===== src/rtl/reset_pin_pkg.sv =====
// Constants, register map and types for the reset pin source detector.
// Assumes a 32-bit APB master and a self-reset clock given as a tick.
package reset_pin_pkg;

  // ==========================================================
  // Register byte addresses
  localparam logic [7:0] OPTS_ADDR  = 8'h00;
  localparam logic [7:0] RSTAT_ADDR = 8'h04;
  localparam logic [7:0] KBD_ADDR   = 8'h08;
  localparam logic [7:0] EVST_ADDR  = 8'h0C;
  localparam logic [7:0] EVCLR_ADDR = 8'h10;
  localparam logic [7:0] EVEN_ADDR  = 8'h14;

  // ==========================================================
  // System options register fields
  localparam int OPT_RPE     = 0;
  localparam int OPT_INTERRUPT_PIN_ENABLE   = 1;
  localparam int OPT_IRQRISE = 2;
  localparam int OPT_RTISEL  = 3;
  localparam int OPT_PORTD   = 4;
  localparam int OPT_W       = 5;
  localparam logic [OPT_W-1:0] OPTS_RESET = 5'h01;

  // ==========================================================
  // Reset status register fields
  localparam int RS_LVD  = 1;
  localparam int RS_ILAD = 3;
  localparam int RS_ILOP = 4;
  localparam int RS_COP  = 5;
  localparam int RS_PIN  = 6;
  localparam int RS_POR  = 7;
  localparam logic [7:0] RSTAT_RESET = 8'h00;

  // ==========================================================
  // Keyboard register: enables in [3:0], rising edge in [7:4], for port A pins 7..4
  localparam logic [7:0] KBD_RESET = 8'h00;

  // ==========================================================
  // Event status fields
  localparam int EV_DONE = 0;
  localparam int EV_EXT  = 1;
  localparam int EV_W    = 2;
  localparam logic [EV_W-1:0] EV_RESET = 2'h0;

  // ==========================================================
  // Sequence timing, in self-reset clock cycles
  localparam int DRIVE_TICKS  = 34;
  localparam int SAMPLE_TICKS = 38;
  localparam int CNT_W        = 6;
  localparam logic [CNT_W-1:0] DRIVE_LAST  = CNT_W'(DRIVE_TICKS - 1);
  localparam logic [CNT_W-1:0] SAMPLE_LAST = CNT_W'(SAMPLE_TICKS - 1);
  localparam logic [CNT_W-1:0] CNT_RESET   = 6'h00;

  typedef enum logic [1:0] {ST_DRIVE, ST_WAIT, ST_RUN} seq_state_t;

endpackage


===== src/rtl/clock_ratio.sv =====
// Clock enables for core, bus and periodic wakeup timer.
// Assumes sys_clk is the oscillator input clock.
`timescale 1ns/1ps
module clock_ratio
  import reset_pin_pkg::*;
(
  // Clock and reset
  input  wire logic sys_clk,
  input  wire logic rstn,
  input  wire logic clkEn,
  // Selection
  input  wire logic rtiSelOsc,
  input  wire logic rtiOscTick,
  // Enables
  output logic      coreClkEn,
  output logic      busClkEn,
  output logic      rtiClkEn
);

  logic coreNext;
  logic busNext;
  logic rtiNext;

  always_comb begin
    coreNext = 1'b1;
    busNext  = ~busClkEn;
    rtiNext  = rtiSelOsc ? rtiOscTick : 1'b1;
  end

  always_ff @(posedge sys_clk or negedge rstn) begin
    if (!rstn) begin
      coreClkEn <= 1'b0;
      busClkEn  <= 1'b0;
      rtiClkEn  <= 1'b0;
    end else if (clkEn) begin
      coreClkEn <= coreNext;
      busClkEn  <= busNext;
      rtiClkEn  <= rtiNext;
    end
  end

endmodule


===== src/rtl/reset_pin_source_detect.sv =====
// Shared reset pin driver, reset source classifier and APB register file.
// Assumes pin input and reset requests are synchronous to sys_clk and that
// selfResetTick is a one-cycle pulse per self-reset clock period.
`timescale 1ns/1ps
module reset_pin_source_detect
  import reset_pin_pkg::*;
(
  // Clock and reset
  input  wire logic        sys_clk,
  input  wire logic        rstn,
  input  wire logic        clkEn,
  // APB slave
  input  wire logic [7:0]  paddr,
  input  wire logic        psel,
  input  wire logic        penable,
  input  wire logic        pwrite,
  input  wire logic [31:0] pwdata,
  output logic      [31:0] prdata,
  output logic             pready,
  output logic             pslverr,
  // Self-reset tick and reset sources
  input  wire logic        selfResetTick,
  input  wire logic        lvdReq,
  input  wire logic        copReq,
  input  wire logic        ilopReq,
  input  wire logic        iladReq,
  // Shared reset pin
  input  wire logic        resetPinIn,
  output logic             resetPinOut,
  output logic             resetPinOe,
  output logic             resetPullUpEn,
  // Other pin pulls
  output logic             irqPullUpEn,
  output logic             irqPullDownEn,
  output logic      [3:0]  portAPullDownEn,
  // Clocks
  input  wire logic        rtiOscTick,
  output logic             coreClkEn,
  output logic             busClkEn,
  output logic             rtiClkEn,
  // System
  output logic             systemReset,
  output logic             irq
);

  // ==========================================================
  // Cause decode
  function automatic logic [7:0] decodeCause(input logic pinLow, input logic por, input logic [3:0] cause);
    logic [7:0] r;
    r = 8'h00;
    if (pinLow) begin
      r[RS_PIN] = 1'b1;
    end else if (por) begin
      r[RS_POR] = 1'b1;
    end else if (cause[3]) begin
      r[RS_LVD] = 1'b1;
    end else if (cause[2]) begin
      r[RS_COP] = 1'b1;
    end else if (cause[1]) begin
      r[RS_ILOP] = 1'b1;
    end else if (cause[0]) begin
      r[RS_ILAD] = 1'b1;
    end else begin
      r[RS_PIN] = 1'b1;
    end
    return r;
  endfunction

  // ==========================================================
  // Sequence state
  seq_state_t       state_reg;
  seq_state_t       state_next;
  logic [CNT_W-1:0] cnt_reg;
  logic [CNT_W-1:0] cnt_next;
  logic [3:0]       cause_reg;
  logic [3:0]       cause_next;
  logic             por_reg;
  logic             por_next;
  logic [7:0]       rstat_reg;
  logic [7:0]       rstat_next;
  logic             doneEv;
  logic             extEv;
  logic [3:0]       reqs;

  // ==========================================================
  // Register state
  logic [OPT_W-1:0] opts_reg;
  logic [OPT_W-1:0] opts_next;
  logic [7:0]       kbd_reg;
  logic [7:0]       kbd_next;
  logic [EV_W-1:0]  evst_reg;
  logic [EV_W-1:0]  evst_next;
  logic [EV_W-1:0]  even_reg;
  logic [EV_W-1:0]  even_next;
  logic             irq_next;

  // ==========================================================
  // Bus state
  logic             accessPhase;
  logic             doWrite;
  logic             addrValid;
  logic [31:0]      readMux;
  logic [31:0]      prdata_next;
  logic             pready_next;
  logic             pslverr_next;

  // ==========================================================
  // Pin outputs
  logic             pinOut_next;
  logic             pinOe_next;
  logic             pullUp_next;
  logic             irqUp_next;
  logic             irqDown_next;
  logic [3:0]       portA_next;
  logic             sysRst_next;

  assign reqs = {lvdReq, copReq, ilopReq, iladReq};

  // ==========================================================
  // Reset sequence
  always_comb begin
    state_next = state_reg;
    cnt_next   = cnt_reg;
    cause_next = cause_reg;
    por_next   = por_reg;
    rstat_next = rstat_reg;
    doneEv     = 1'b0;
    extEv      = 1'b0;
    unique case (state_reg)
      ST_DRIVE: begin
        if (selfResetTick) begin
          if (cnt_reg == DRIVE_LAST) begin
            cnt_next   = CNT_RESET;
            state_next = ST_WAIT;
          end else begin
            cnt_next = cnt_reg + 1'b1;
          end
        end
      end
      ST_WAIT: begin
        if (selfResetTick) begin
          if (cnt_reg == SAMPLE_LAST) begin
            cnt_next   = CNT_RESET;
            state_next = ST_RUN;
            rstat_next = decodeCause(!resetPinIn, por_reg, cause_reg);
            doneEv     = 1'b1;
            extEv      = !resetPinIn;
            por_next   = 1'b0;
            cause_next = 4'h0;
          end else begin
            cnt_next = cnt_reg + 1'b1;
          end
        end
      end
      ST_RUN: begin
        if (|reqs) begin
          cause_next = reqs;
          state_next = ST_DRIVE;
        end else if (opts_reg[OPT_RPE] && !resetPinIn) begin
          cause_next = 4'h0;
          state_next = ST_DRIVE;
        end
      end
    endcase
  end

  always_ff @(posedge sys_clk or negedge rstn) begin
    if (!rstn) begin
      state_reg <= ST_DRIVE;
      cnt_reg   <= CNT_RESET;
      cause_reg <= 4'h0;
      por_reg   <= 1'b1;
      rstat_reg <= RSTAT_RESET;
    end else if (clkEn) begin
      state_reg <= state_next;
      cnt_reg   <= cnt_next;
      cause_reg <= cause_next;
      por_reg   <= por_next;
      rstat_reg <= rstat_next;
    end
  end

  // ==========================================================
  // APB slave: one wait state, write lands on the completing edge
  always_comb begin
    accessPhase = psel && penable;
    doWrite     = accessPhase && pready && pwrite;
    addrValid   = 1'b1;
    readMux     = 32'h0000_0000;
    case (paddr)
      OPTS_ADDR:  readMux = {27'h000_0000, opts_reg};
      RSTAT_ADDR: readMux = {24'h00_0000, rstat_reg};
      KBD_ADDR:   readMux = {24'h00_0000, kbd_reg};
      EVST_ADDR:  readMux = {30'h0000_0000, evst_reg};
      EVCLR_ADDR: readMux = 32'h0000_0000;
      EVEN_ADDR:  readMux = {30'h0000_0000, even_reg};
      default:    addrValid = 1'b0;
    endcase
    pready_next  = accessPhase && !pready;
    pslverr_next = accessPhase && !pready && !addrValid;
    prdata_next  = (accessPhase && !pready && !pwrite) ? readMux : 32'h0000_0000;
  end

  always_ff @(posedge sys_clk or negedge rstn) begin
    if (!rstn) begin
      prdata  <= 32'h0000_0000;
      pready  <= 1'b0;
      pslverr <= 1'b0;
    end else if (clkEn) begin
      prdata  <= prdata_next;
      pready  <= pready_next;
      pslverr <= pslverr_next;
    end
  end

  // ==========================================================
  // Software registers and interrupt
  always_comb begin
    opts_next = opts_reg;
    kbd_next  = kbd_reg;
    even_next = even_reg;
    evst_next = evst_reg;
    if (doWrite && paddr == OPTS_ADDR) begin
      opts_next = pwdata[OPT_W-1:0];
    end
    if (doWrite && paddr == KBD_ADDR) begin
      kbd_next = pwdata[7:0];
    end
    if (doWrite && paddr == EVEN_ADDR) begin
      even_next = pwdata[EV_W-1:0];
    end
    if (doWrite && paddr == EVCLR_ADDR) begin
      evst_next = evst_reg & ~pwdata[EV_W-1:0];
    end
    // Set after clear so a same-cycle event survives
    evst_next[EV_DONE] = evst_next[EV_DONE] | doneEv;
    evst_next[EV_EXT]  = evst_next[EV_EXT] | extEv;
    // A new reset restores the options and keyboard defaults; the pin stays a reset pin throughout
    if (state_reg == ST_RUN && state_next != ST_RUN) begin
      opts_next = OPTS_RESET;
      kbd_next  = KBD_RESET;
    end
    if (state_next != ST_RUN) begin
      opts_next[OPT_RPE] = 1'b1;
    end
    irq_next = |(evst_next & even_next);
  end

  always_ff @(posedge sys_clk or negedge rstn) begin
    if (!rstn) begin
      opts_reg <= OPTS_RESET;
      kbd_reg  <= KBD_RESET;
      evst_reg <= EV_RESET;
      even_reg <= EV_RESET;
      irq      <= 1'b0;
    end else if (clkEn) begin
      opts_reg <= opts_next;
      kbd_reg  <= kbd_next;
      evst_reg <= evst_next;
      even_reg <= even_next;
      irq      <= irq_next;
    end
  end

  // ==========================================================
  // Pin drivers, from next values so they line up with the state
  always_comb begin
    // Port mode drives the output-only bit; reset mode only ever pulls low
    pinOe_next   = (state_next == ST_DRIVE) || !opts_next[OPT_RPE];
    pinOut_next  = (state_next == ST_DRIVE) ? 1'b0 : opts_next[OPT_PORTD];
    pullUp_next  = opts_next[OPT_RPE];
    irqUp_next   = opts_next[OPT_INTERRUPT_PIN_ENABLE] && !opts_next[OPT_IRQRISE];
    irqDown_next = opts_next[OPT_INTERRUPT_PIN_ENABLE] && opts_next[OPT_IRQRISE];
    portA_next   = kbd_next[3:0] & kbd_next[7:4];
    sysRst_next  = state_next != ST_RUN;
  end

  always_ff @(posedge sys_clk or negedge rstn) begin
    if (!rstn) begin
      resetPinOut     <= 1'b0;
      resetPinOe      <= 1'b1;
      resetPullUpEn   <= 1'b1;
      irqPullUpEn     <= 1'b0;
      irqPullDownEn   <= 1'b0;
      portAPullDownEn <= 4'h0;
      systemReset     <= 1'b1;
    end else if (clkEn) begin
      resetPinOut     <= pinOut_next;
      resetPinOe      <= pinOe_next;
      resetPullUpEn   <= pullUp_next;
      irqPullUpEn     <= irqUp_next;
      irqPullDownEn   <= irqDown_next;
      portAPullDownEn <= portA_next;
      systemReset     <= sysRst_next;
    end
  end

  // ==========================================================
  // Clock ratios
  clock_ratio u_clock_ratio (
    .sys_clk    (sys_clk),
    .rstn       (rstn),
    .clkEn      (clkEn),
    .rtiSelOsc  (opts_reg[OPT_RTISEL]),
    .rtiOscTick (rtiOscTick),
    .coreClkEn  (coreClkEn),
    .busClkEn   (busClkEn),
    .rtiClkEn   (rtiClkEn)
  );

  // ==========================================================
  // Assertions
  pin_low_drive_a: assert property (@(posedge sys_clk) disable iff (!rstn)
    state_reg == ST_DRIVE |-> resetPinOe && !resetPinOut && systemReset)
    else $error("reset pin not driven low during drive phase");

  drive_end_a: assert property (@(posedge sys_clk) disable iff (!rstn)
    clkEn && selfResetTick && state_reg == ST_DRIVE && cnt_reg == DRIVE_LAST
    |=> state_reg == ST_WAIT && !resetPinOe)
    else $error("drive phase did not end after 34 ticks");

  drive_hold_a: assert property (@(posedge sys_clk) disable iff (!rstn)
    clkEn && !selfResetTick && state_reg == ST_DRIVE |=> state_reg == ST_DRIVE && $stable(cnt_reg))
    else $error("drive counter moved without a self-reset tick");

  sample_ext_a: assert property (@(posedge sys_clk) disable iff (!rstn)
    clkEn && selfResetTick && state_reg == ST_WAIT && cnt_reg == SAMPLE_LAST && !resetPinIn
    |=> rstat_reg == 8'h40 && state_reg == ST_RUN)
    else $error("low pin at sample not recorded as external");

  sample_int_a: assert property (@(posedge sys_clk) disable iff (!rstn)
    clkEn && selfResetTick && state_reg == ST_WAIT && cnt_reg == SAMPLE_LAST && resetPinIn
    && !por_reg && cause_reg[2] && !cause_reg[3] |=> rstat_reg[RS_COP] && !rstat_reg[RS_PIN])
    else $error("internal cause not recorded");

  enable_forced_a: assert property (@(posedge sys_clk) disable iff (!rstn)
    state_reg != ST_RUN |-> opts_reg[OPT_RPE] && resetPullUpEn)
    else $error("reset pin enable not set during reset");

  port_mode_a: assert property (@(posedge sys_clk) disable iff (!rstn)
    clkEn && state_reg == ST_RUN && !opts_reg[OPT_RPE] && !resetPinIn && reqs == 4'h0
    |=> state_reg == ST_RUN)
    else $error("disabled reset pin started a reset");

  pull_up_a: assert property (@(posedge sys_clk) disable iff (!rstn)
    resetPullUpEn == opts_reg[OPT_RPE])
    else $error("reset pull-up does not follow enable");

  irq_pull_a: assert property (@(posedge sys_clk) disable iff (!rstn)
    !opts_reg[OPT_INTERRUPT_PIN_ENABLE] |-> !irqPullUpEn && !irqPullDownEn)
    else $error("interrupt pin pull active while disabled");

  kbd_pull_a: assert property (@(posedge sys_clk) disable iff (!rstn)
    portAPullDownEn == (kbd_reg[3:0] & kbd_reg[7:4]))
    else $error("port A pull-down mismatch");

  bus_half_a: assert property (@(posedge sys_clk) disable iff (!rstn)
    $past(clkEn) && $past(rstn) |-> busClkEn != $past(busClkEn))
    else $error("bus clock enable not at half rate");

endmodule


===== config.mk =====
export PLATFORM = sky130hd
export DESIGN_NAME = reset_pin_source_detect
export DESIGN_NICKNAME = d
export VERILOG_FILES = /design/src/rtl/reset_pin_pkg.sv /design/src/rtl/clock_ratio.sv /design/src/rtl/reset_pin_source_detect.sv
export SDC_FILE = /design/constraint.sdc
export NUM_CORES = 1
export LEC_CHECK = 0
export BUFFER_PORTS_ARGS = -buffer_cell sky130_fd_sc_hd__buf_2
export CAP_MARGIN = 40
export CORE_ASPECT_RATIO = 0.6
export CORE_MARGIN = 5
export CORE_UTILIZATION = 45
export DETAILED_ROUTE_END_ITERATION = 8
export GPL_TIMING_DRIVEN = 0
export PLACE_DENSITY = 0.72
export SLEW_MARGIN = 20
export SYNTH_ARGS = -nofsm -noshare
export SYNTH_HDL_FRONTEND = slang
export SYNTH_SLANG_ARGS = --single-unit

===== constraint.sdc =====
create_clock -name sys_clk -period 6.3 [get_ports sys_clk]
set_input_delay 0.63 -clock sys_clk [delete_from_list [all_inputs] [get_ports sys_clk]]
set_output_delay 0.63 -clock sys_clk [all_outputs]
set_load 0.05 [all_outputs]

# After elaboration in Yosys (flattened, before gate mapping)
# Cells that the tools add are included.
# classes
muxes,52
n_reduce_logical,34
n_addsub,1
n_eq_ne,14
bitwise,7
# ops
operator,n
8-bit case mux with 5 select lines,1
32-bit 2-to-1 mux,1
4-bit 2-to-1 mux,6
6-bit 2-to-1 mux,4
1-bit 2-to-1 mux,23
2-bit 2-to-1 mux,9
"8-bit by 4-bit == test with 1-bit output, second input constant",2
"8-bit by 5-bit == test with 1-bit output, second input constant",2
8-bit 2-to-1 mux,2
1-bit logical AND,14
"6-bit == test, second input constant",2
6-bit case mux with 2 select lines,1
5-bit 2-to-1 mux,2
"8-bit by 3-bit == test with 1-bit output, second input constant",1
8-bit zero test,1
"2-bit inequality test, second input constant",4
4-bit case mux with 2 select lines,1
4-bit AND reduction,2
"6-bit by 1-bit adder with 6-bit output, second input constant",1
1-bit zero test,6
2-bit case mux with 3 select lines,1
2-bit nonzero test,3
6-bit OR reduction,1
5-bit AND reduction,1
14 further kinds,17
# word_totals
register_bits,84
in_bits,53

# Longest topological paths before layout
# logic_depth
depth_word,11
depth_mapped,9

# Cells and area by module
# A second synthesis with hierarchy kept.
# unflattened
cells_unflattened,323
hier_area_um2,3293.2
# by_module_without_submodules
mod,n_inst,area_each_um2,cells_per_inst
reset_pin_source_detect,1,3189.3,315
clock_ratio,1,103.8,8

# Least setup slack after synthesis
# OpenSTA, ideal clock, no wires.
# synth_path
kind,input port to flip-flop
from,in paddr[5]
to,reg kbd_reg[0]
stages,8
t_required_ns,6.166
setup_ns,0.134
arrival_time_ns,2.348
setup_slack_ns,3.817
path_cell_list,or4_1 clkbuf_2 nor4b_4 and2_4 buf_8 nand2_1 nand2_1 a21oi_1
# synth_via
elab_chain_cells,4
# synth_lines
element,line_no,source
start: declaration,reset_pin_source_detect.sv:13,"input wire logic [7:0] paddr,"
8-bit by 4-bit == test with 1-bit output,reset_pin_source_detect.sv:226,if (doWrite && paddr == KBD_ADDR) begin
1-bit logical AND,reset_pin_source_detect.sv:226,
8-bit 2-to-1 mux,reset_pin_source_detect.sv:226,
8-bit 2-to-1 mux,reset_pin_source_detect.sv:239,if (state_reg == ST_RUN && state_next != ST_RUN) begin
end signal: assignment,reset_pin_source_detect.sv:258,kbd_reg <= kbd_next;
end: declaration,reset_pin_source_detect.sv:89,logic [7:0] kbd_reg;
# Every way passes these cells.
# A chain may end at the register's enable or synchronous reset.

# Worst setup path after layout
# layout_path
from,reg state_reg[0]
to,reg opts_reg[3]
# layout_via
elab_chain_cells,7
elab_cells_between_ends,15
classes_between,eq/ne: 3; mux: 8; reduce/logical: 4
# layout_lines
element,line_no,source
start: declaration,reset_pin_source_detect.sv:71,seq_state_t state_reg;
start signal: assignment,reset_pin_source_detect.sv:175,state_reg <= state_next;
"2-bit 2-to-1 mux, on equally long branches","reset_pin_source_detect.sv:159, reset_pin_source_detect.sv:132, reset_pin_source_detect.sv:142",
"2-bit 2-to-1 mux, on equally long branches","reset_pin_source_detect.sv:156, reset_pin_source_detect.sv:131, reset_pin_source_detect.sv:141",
2-bit case mux with 3 select lines,reset_pin_source_detect.sv:129,unique case (state_reg)
2-bit inequality test,reset_pin_source_detect.sv:239,
1-bit logical AND *,reset_pin_source_detect.sv:239,
2-bit nonzero test (no line),--,
2-bit AND reduction (no line),--,
end signal: assignment,reset_pin_source_detect.sv:257,opts_reg <= opts_next;
end: declaration,reset_pin_source_detect.sv:87,logic [OPT_W-1:0] opts_reg;
# Every way passes the cells marked *; elsewhere a longest branch is shown, timed or not.

==> results.toml <==
[run_status]
outcome = "finished clean"

[die]
initial_core_util = 0.469
std_cell_rows = 23
ios = 101
die_y_um = 75.0
die_area_um2 = 8880
die_w_um = 118
core_um2 = 6760

[sta]
finClkSkew_ns = 0.00717
slew_headroom = 0.543
final.min_clock_period_ns = 2.76
rsz0062_at_grt = "false"
fin_setup_tns_ns = 0
slew_viol_final = 0
timing.fmax_ghz = 0.362
setup_viol = 0
finalCritPeriodShare = 0.438
tightestPinTransition_ns = 0.681
hold_viol_final = 0

[final_layout]
drive_above_1_share = 0.274
n_antenna_cell = 0
syn_to_final_growth_pct = 25.1
fillers = 582
layout.nets = 480

[worst_setup_path]
cpMaxStageDelayCell = "dfrtp_1"
path_cells = "inv_1 -> ha_1 -> clkbuf_1 -> nand3_1 -> a31oi_1 -> nand2b_1 -> and3_1 -> clkbuf_1 -> o32ai_1"
cp.depth = 9
worstPathArrival_ns = 2.93
r2r_start = "state_reg[0]"
critPathKind = "reg -> reg"
crit_required_ns = 6.47
timing.rr.end = "opts_reg[3]"
crit_fanout = 9
end_kind = "register"
critical-path-top-delay-family = "buffers and inverters"
critical_path_buf_inv_count = 3
cpMostUsedCell = "clkbuf_1"
r2r_cells = 9
cpPeakStageDelay_ns = 0.40
startpoint_type = "register"
regToRegSetupSlack_ns = 3.54

[cts]
postCtsResizedCells = 0
root_buffer = "clkbuf_16"
clk_latency_ns = 0.32
clkSinkCount = 59
cts_setup_buffers = 0
htree_levels = 3
tritoncts = "done"
clkTransAtPathRegs_ns = 0.05
clockBufferDepth = 2
cts_inserted_buffers = 9
postCtsHoldBufs = 0

[detailed_routing]
drt-initial-drc-count = 223
vias = 2818
drt-pass1-iter-count = 5
drc = 0
routedWlPerCell_um = 16.4
ant_nets = 0
wirelength_mm = 8.44
routed_via_density = 5.48

[global_route]
grt_pass1_vias = 2721
antenna_found_initial = 0
grt_start_max_net_pins = 60
grt_use_total = 0.198
grt_pass1_wl_mm = 13.8
gr-total-overflow = 0

[power_and_ir_drop]
total_power_mw = 1.26
leakage_nw = 1.88
p_per_area_nw_per_um2 = 319
ir_drop_v = 0.000167

[synth]
netlist_area_um2 = 3170
synth_adder_area_share = 0.0197
synth_compound_area_frac = 0.189
async_flop_share = 1.00
synth_xor_area_frac = 0.00552
syn_avg_cell_area_um2 = 9.47
syn_inst = 335
synth_edf_count = 0
ys_seq_area_frac = 0.467
synth_top_flop_cell = "dfrtp_1"
yosys_warnings = 0
synth_top_family_by_area = "simple AND/OR/NAND/NOR gates"
synth_simple_gate_area_share = 0.195
synth-seq-cells = 59
synth_cell_types = 61
synthMuxAreaShare = 0.0205

[place]
port-buffer-count = 51
dp_hpwl_mm = 6.32
place.gp.congestion = 0.946

[hold_path]
hold_path_class = "in -> async"

[flow_run]
cap_viol_max_count = 0
==> Yosys cell counts (2+ instances only) <==
cell / n / area (um^2)
buf_1: 2 / 7.51
nand4_1: 4 / 25.0
clkbuf_1: 6 / 22.5
nor4_1: 2 / 12.5
o32ai_1: 3 / 26.3
ha_1: 5 / 62.6
nand3_1: 18 / 90.1
o21ai_0: 29 / 145
dfrtp_1: 55 / 1380
nand2b_1: 4 / 25.0
a22o_1: 3 / 26.3
a222oi_1: 3 / 30.0
dfstp_2: 4 / 105
a21oi_1: 14 / 70.1
or2_2: 3 / 18.8
buf_4: 24 / 180
nor4b_1: 2 / 17.5
o31ai_1: 4 / 30.0
a22oi_1: 5 / 37.5
inv_1: 13 / 48.8
and3_2: 3 / 22.5
and3_1: 5 / 31.3
xor2_1: 2 / 17.5
nor2_1: 17 / 63.8
nand2_1: 47 / 176
a21o_1: 3 / 22.5
mux2i_1: 2 / 20.0
mux2_2: 4 / 45.0
nor3_1: 2 / 10.0
a31oi_1: 6 / 37.5
o2bb2ai_1: 11 / 96.3
==> worst max-delay path by stage <==
stage	start	to	slack [ns]
finish	state_reg[0]	opts_reg[3]	3.54
global placement	paddr[5]	kbd_reg[6]	3.37
CTS	state_reg[0]	opts_reg[3]	3.59
floorplan	paddr[5]	kbd_reg[0]	3.82
detailed placement	paddr[5]	kbd_reg[6]	3.33
global route	state_reg[0]	opts_reg[3]	3.31
==> worst register-to-register path, delay by kind of cell (launching register included) <==
kind	cells	cell delay, ns
buffers and inverters	3	0.80
and+or+nand+nor	3	0.70
AOI/OAI and AO/OA	2	0.56
DFF	1	0.40
adders and majority gates	1	0.15
==> stage by stage <==
step | utilization | area (um^2) | hold WS (ns) | std cells | setup slack [ns]
CTS | 0.582 | 3940 | 0.400 | 512 | 3.59
finish | 0.587 | 3970 | 0.301 | 514 | 3.54
global placement | 0.536 | 3620 | 0.451 | 496 | 3.37
detailed placement | 0.536 | 3620 | 0.455 | 496 | 3.33
global route | 0.587 | 3970 | 0.330 | 514 | 3.31
floorplan | - | 3260 | 0.334 | 358 | 3.82
==> cell families after synthesis <==
kind of cell / after synthesis
buffers and inverters: 52
XOR/XNOR: 2
other: 1
AO/OA/AOI/OAI: 90
flip-flops: 59
adder cells (fa/ha/maj): 5
AND/OR/NAND/NOR: 120
multiplexers: 6
==> final cells by class <==
class | instances | area (um^2) | area share
buffer | 38 | 270 | 0.0681
clock buffer | 11 | 233 | 0.0587
clock inverter | 5 | 77.6 | 0.0196
inverter | 14 | 52.6 | 0.0132
multi-input combinational | 247 | 1450 | 0.366
sequential | 59 | 1480 | 0.373
tap | 87 | 109 | 0.0274
timing repair buffer | 53 | 290 | 0.0732
==> per-layer routing <==
metal	global-route usage	part of all wire
met4	0.0579	0.0081
met5	0	0
met1	0.296	0.50
met3	0.0608	0.078
met2	0.275	0.41
==> power breakdown <==
group	internal [mW]	switching, mW	leakage, nW
Clock	0.345	0.167	0.150
Sequential	0.419	0.0347	0.783
Combinational	0.0976	0.202	0.951
==> cells in the final DEF (no fill, tap or decap), drive strengths merged, types with 2 or more instances in the layout <==
cell type,count
a21oi,14
o2bb2ai,12
nor4b,3
o31ai,4
a31oi,6
or2,3
nand4,4
a22o,3
inv,13
bufinv,2
nand3,18
nand2b,4
nor3,2
nand2,48
clkbuf,19
mux2i,2
a222oi,3
dfrtp,55
and3,8
conb,24
nor2,17
dfstp,4
and2,2
clkinv,3
buf,81
o32ai,3
ha,5
nor4,2
a21o,3
xor2,2
o21ai,30
a22oi,5
mux2,4
Power figures use the tool's default switching activity.
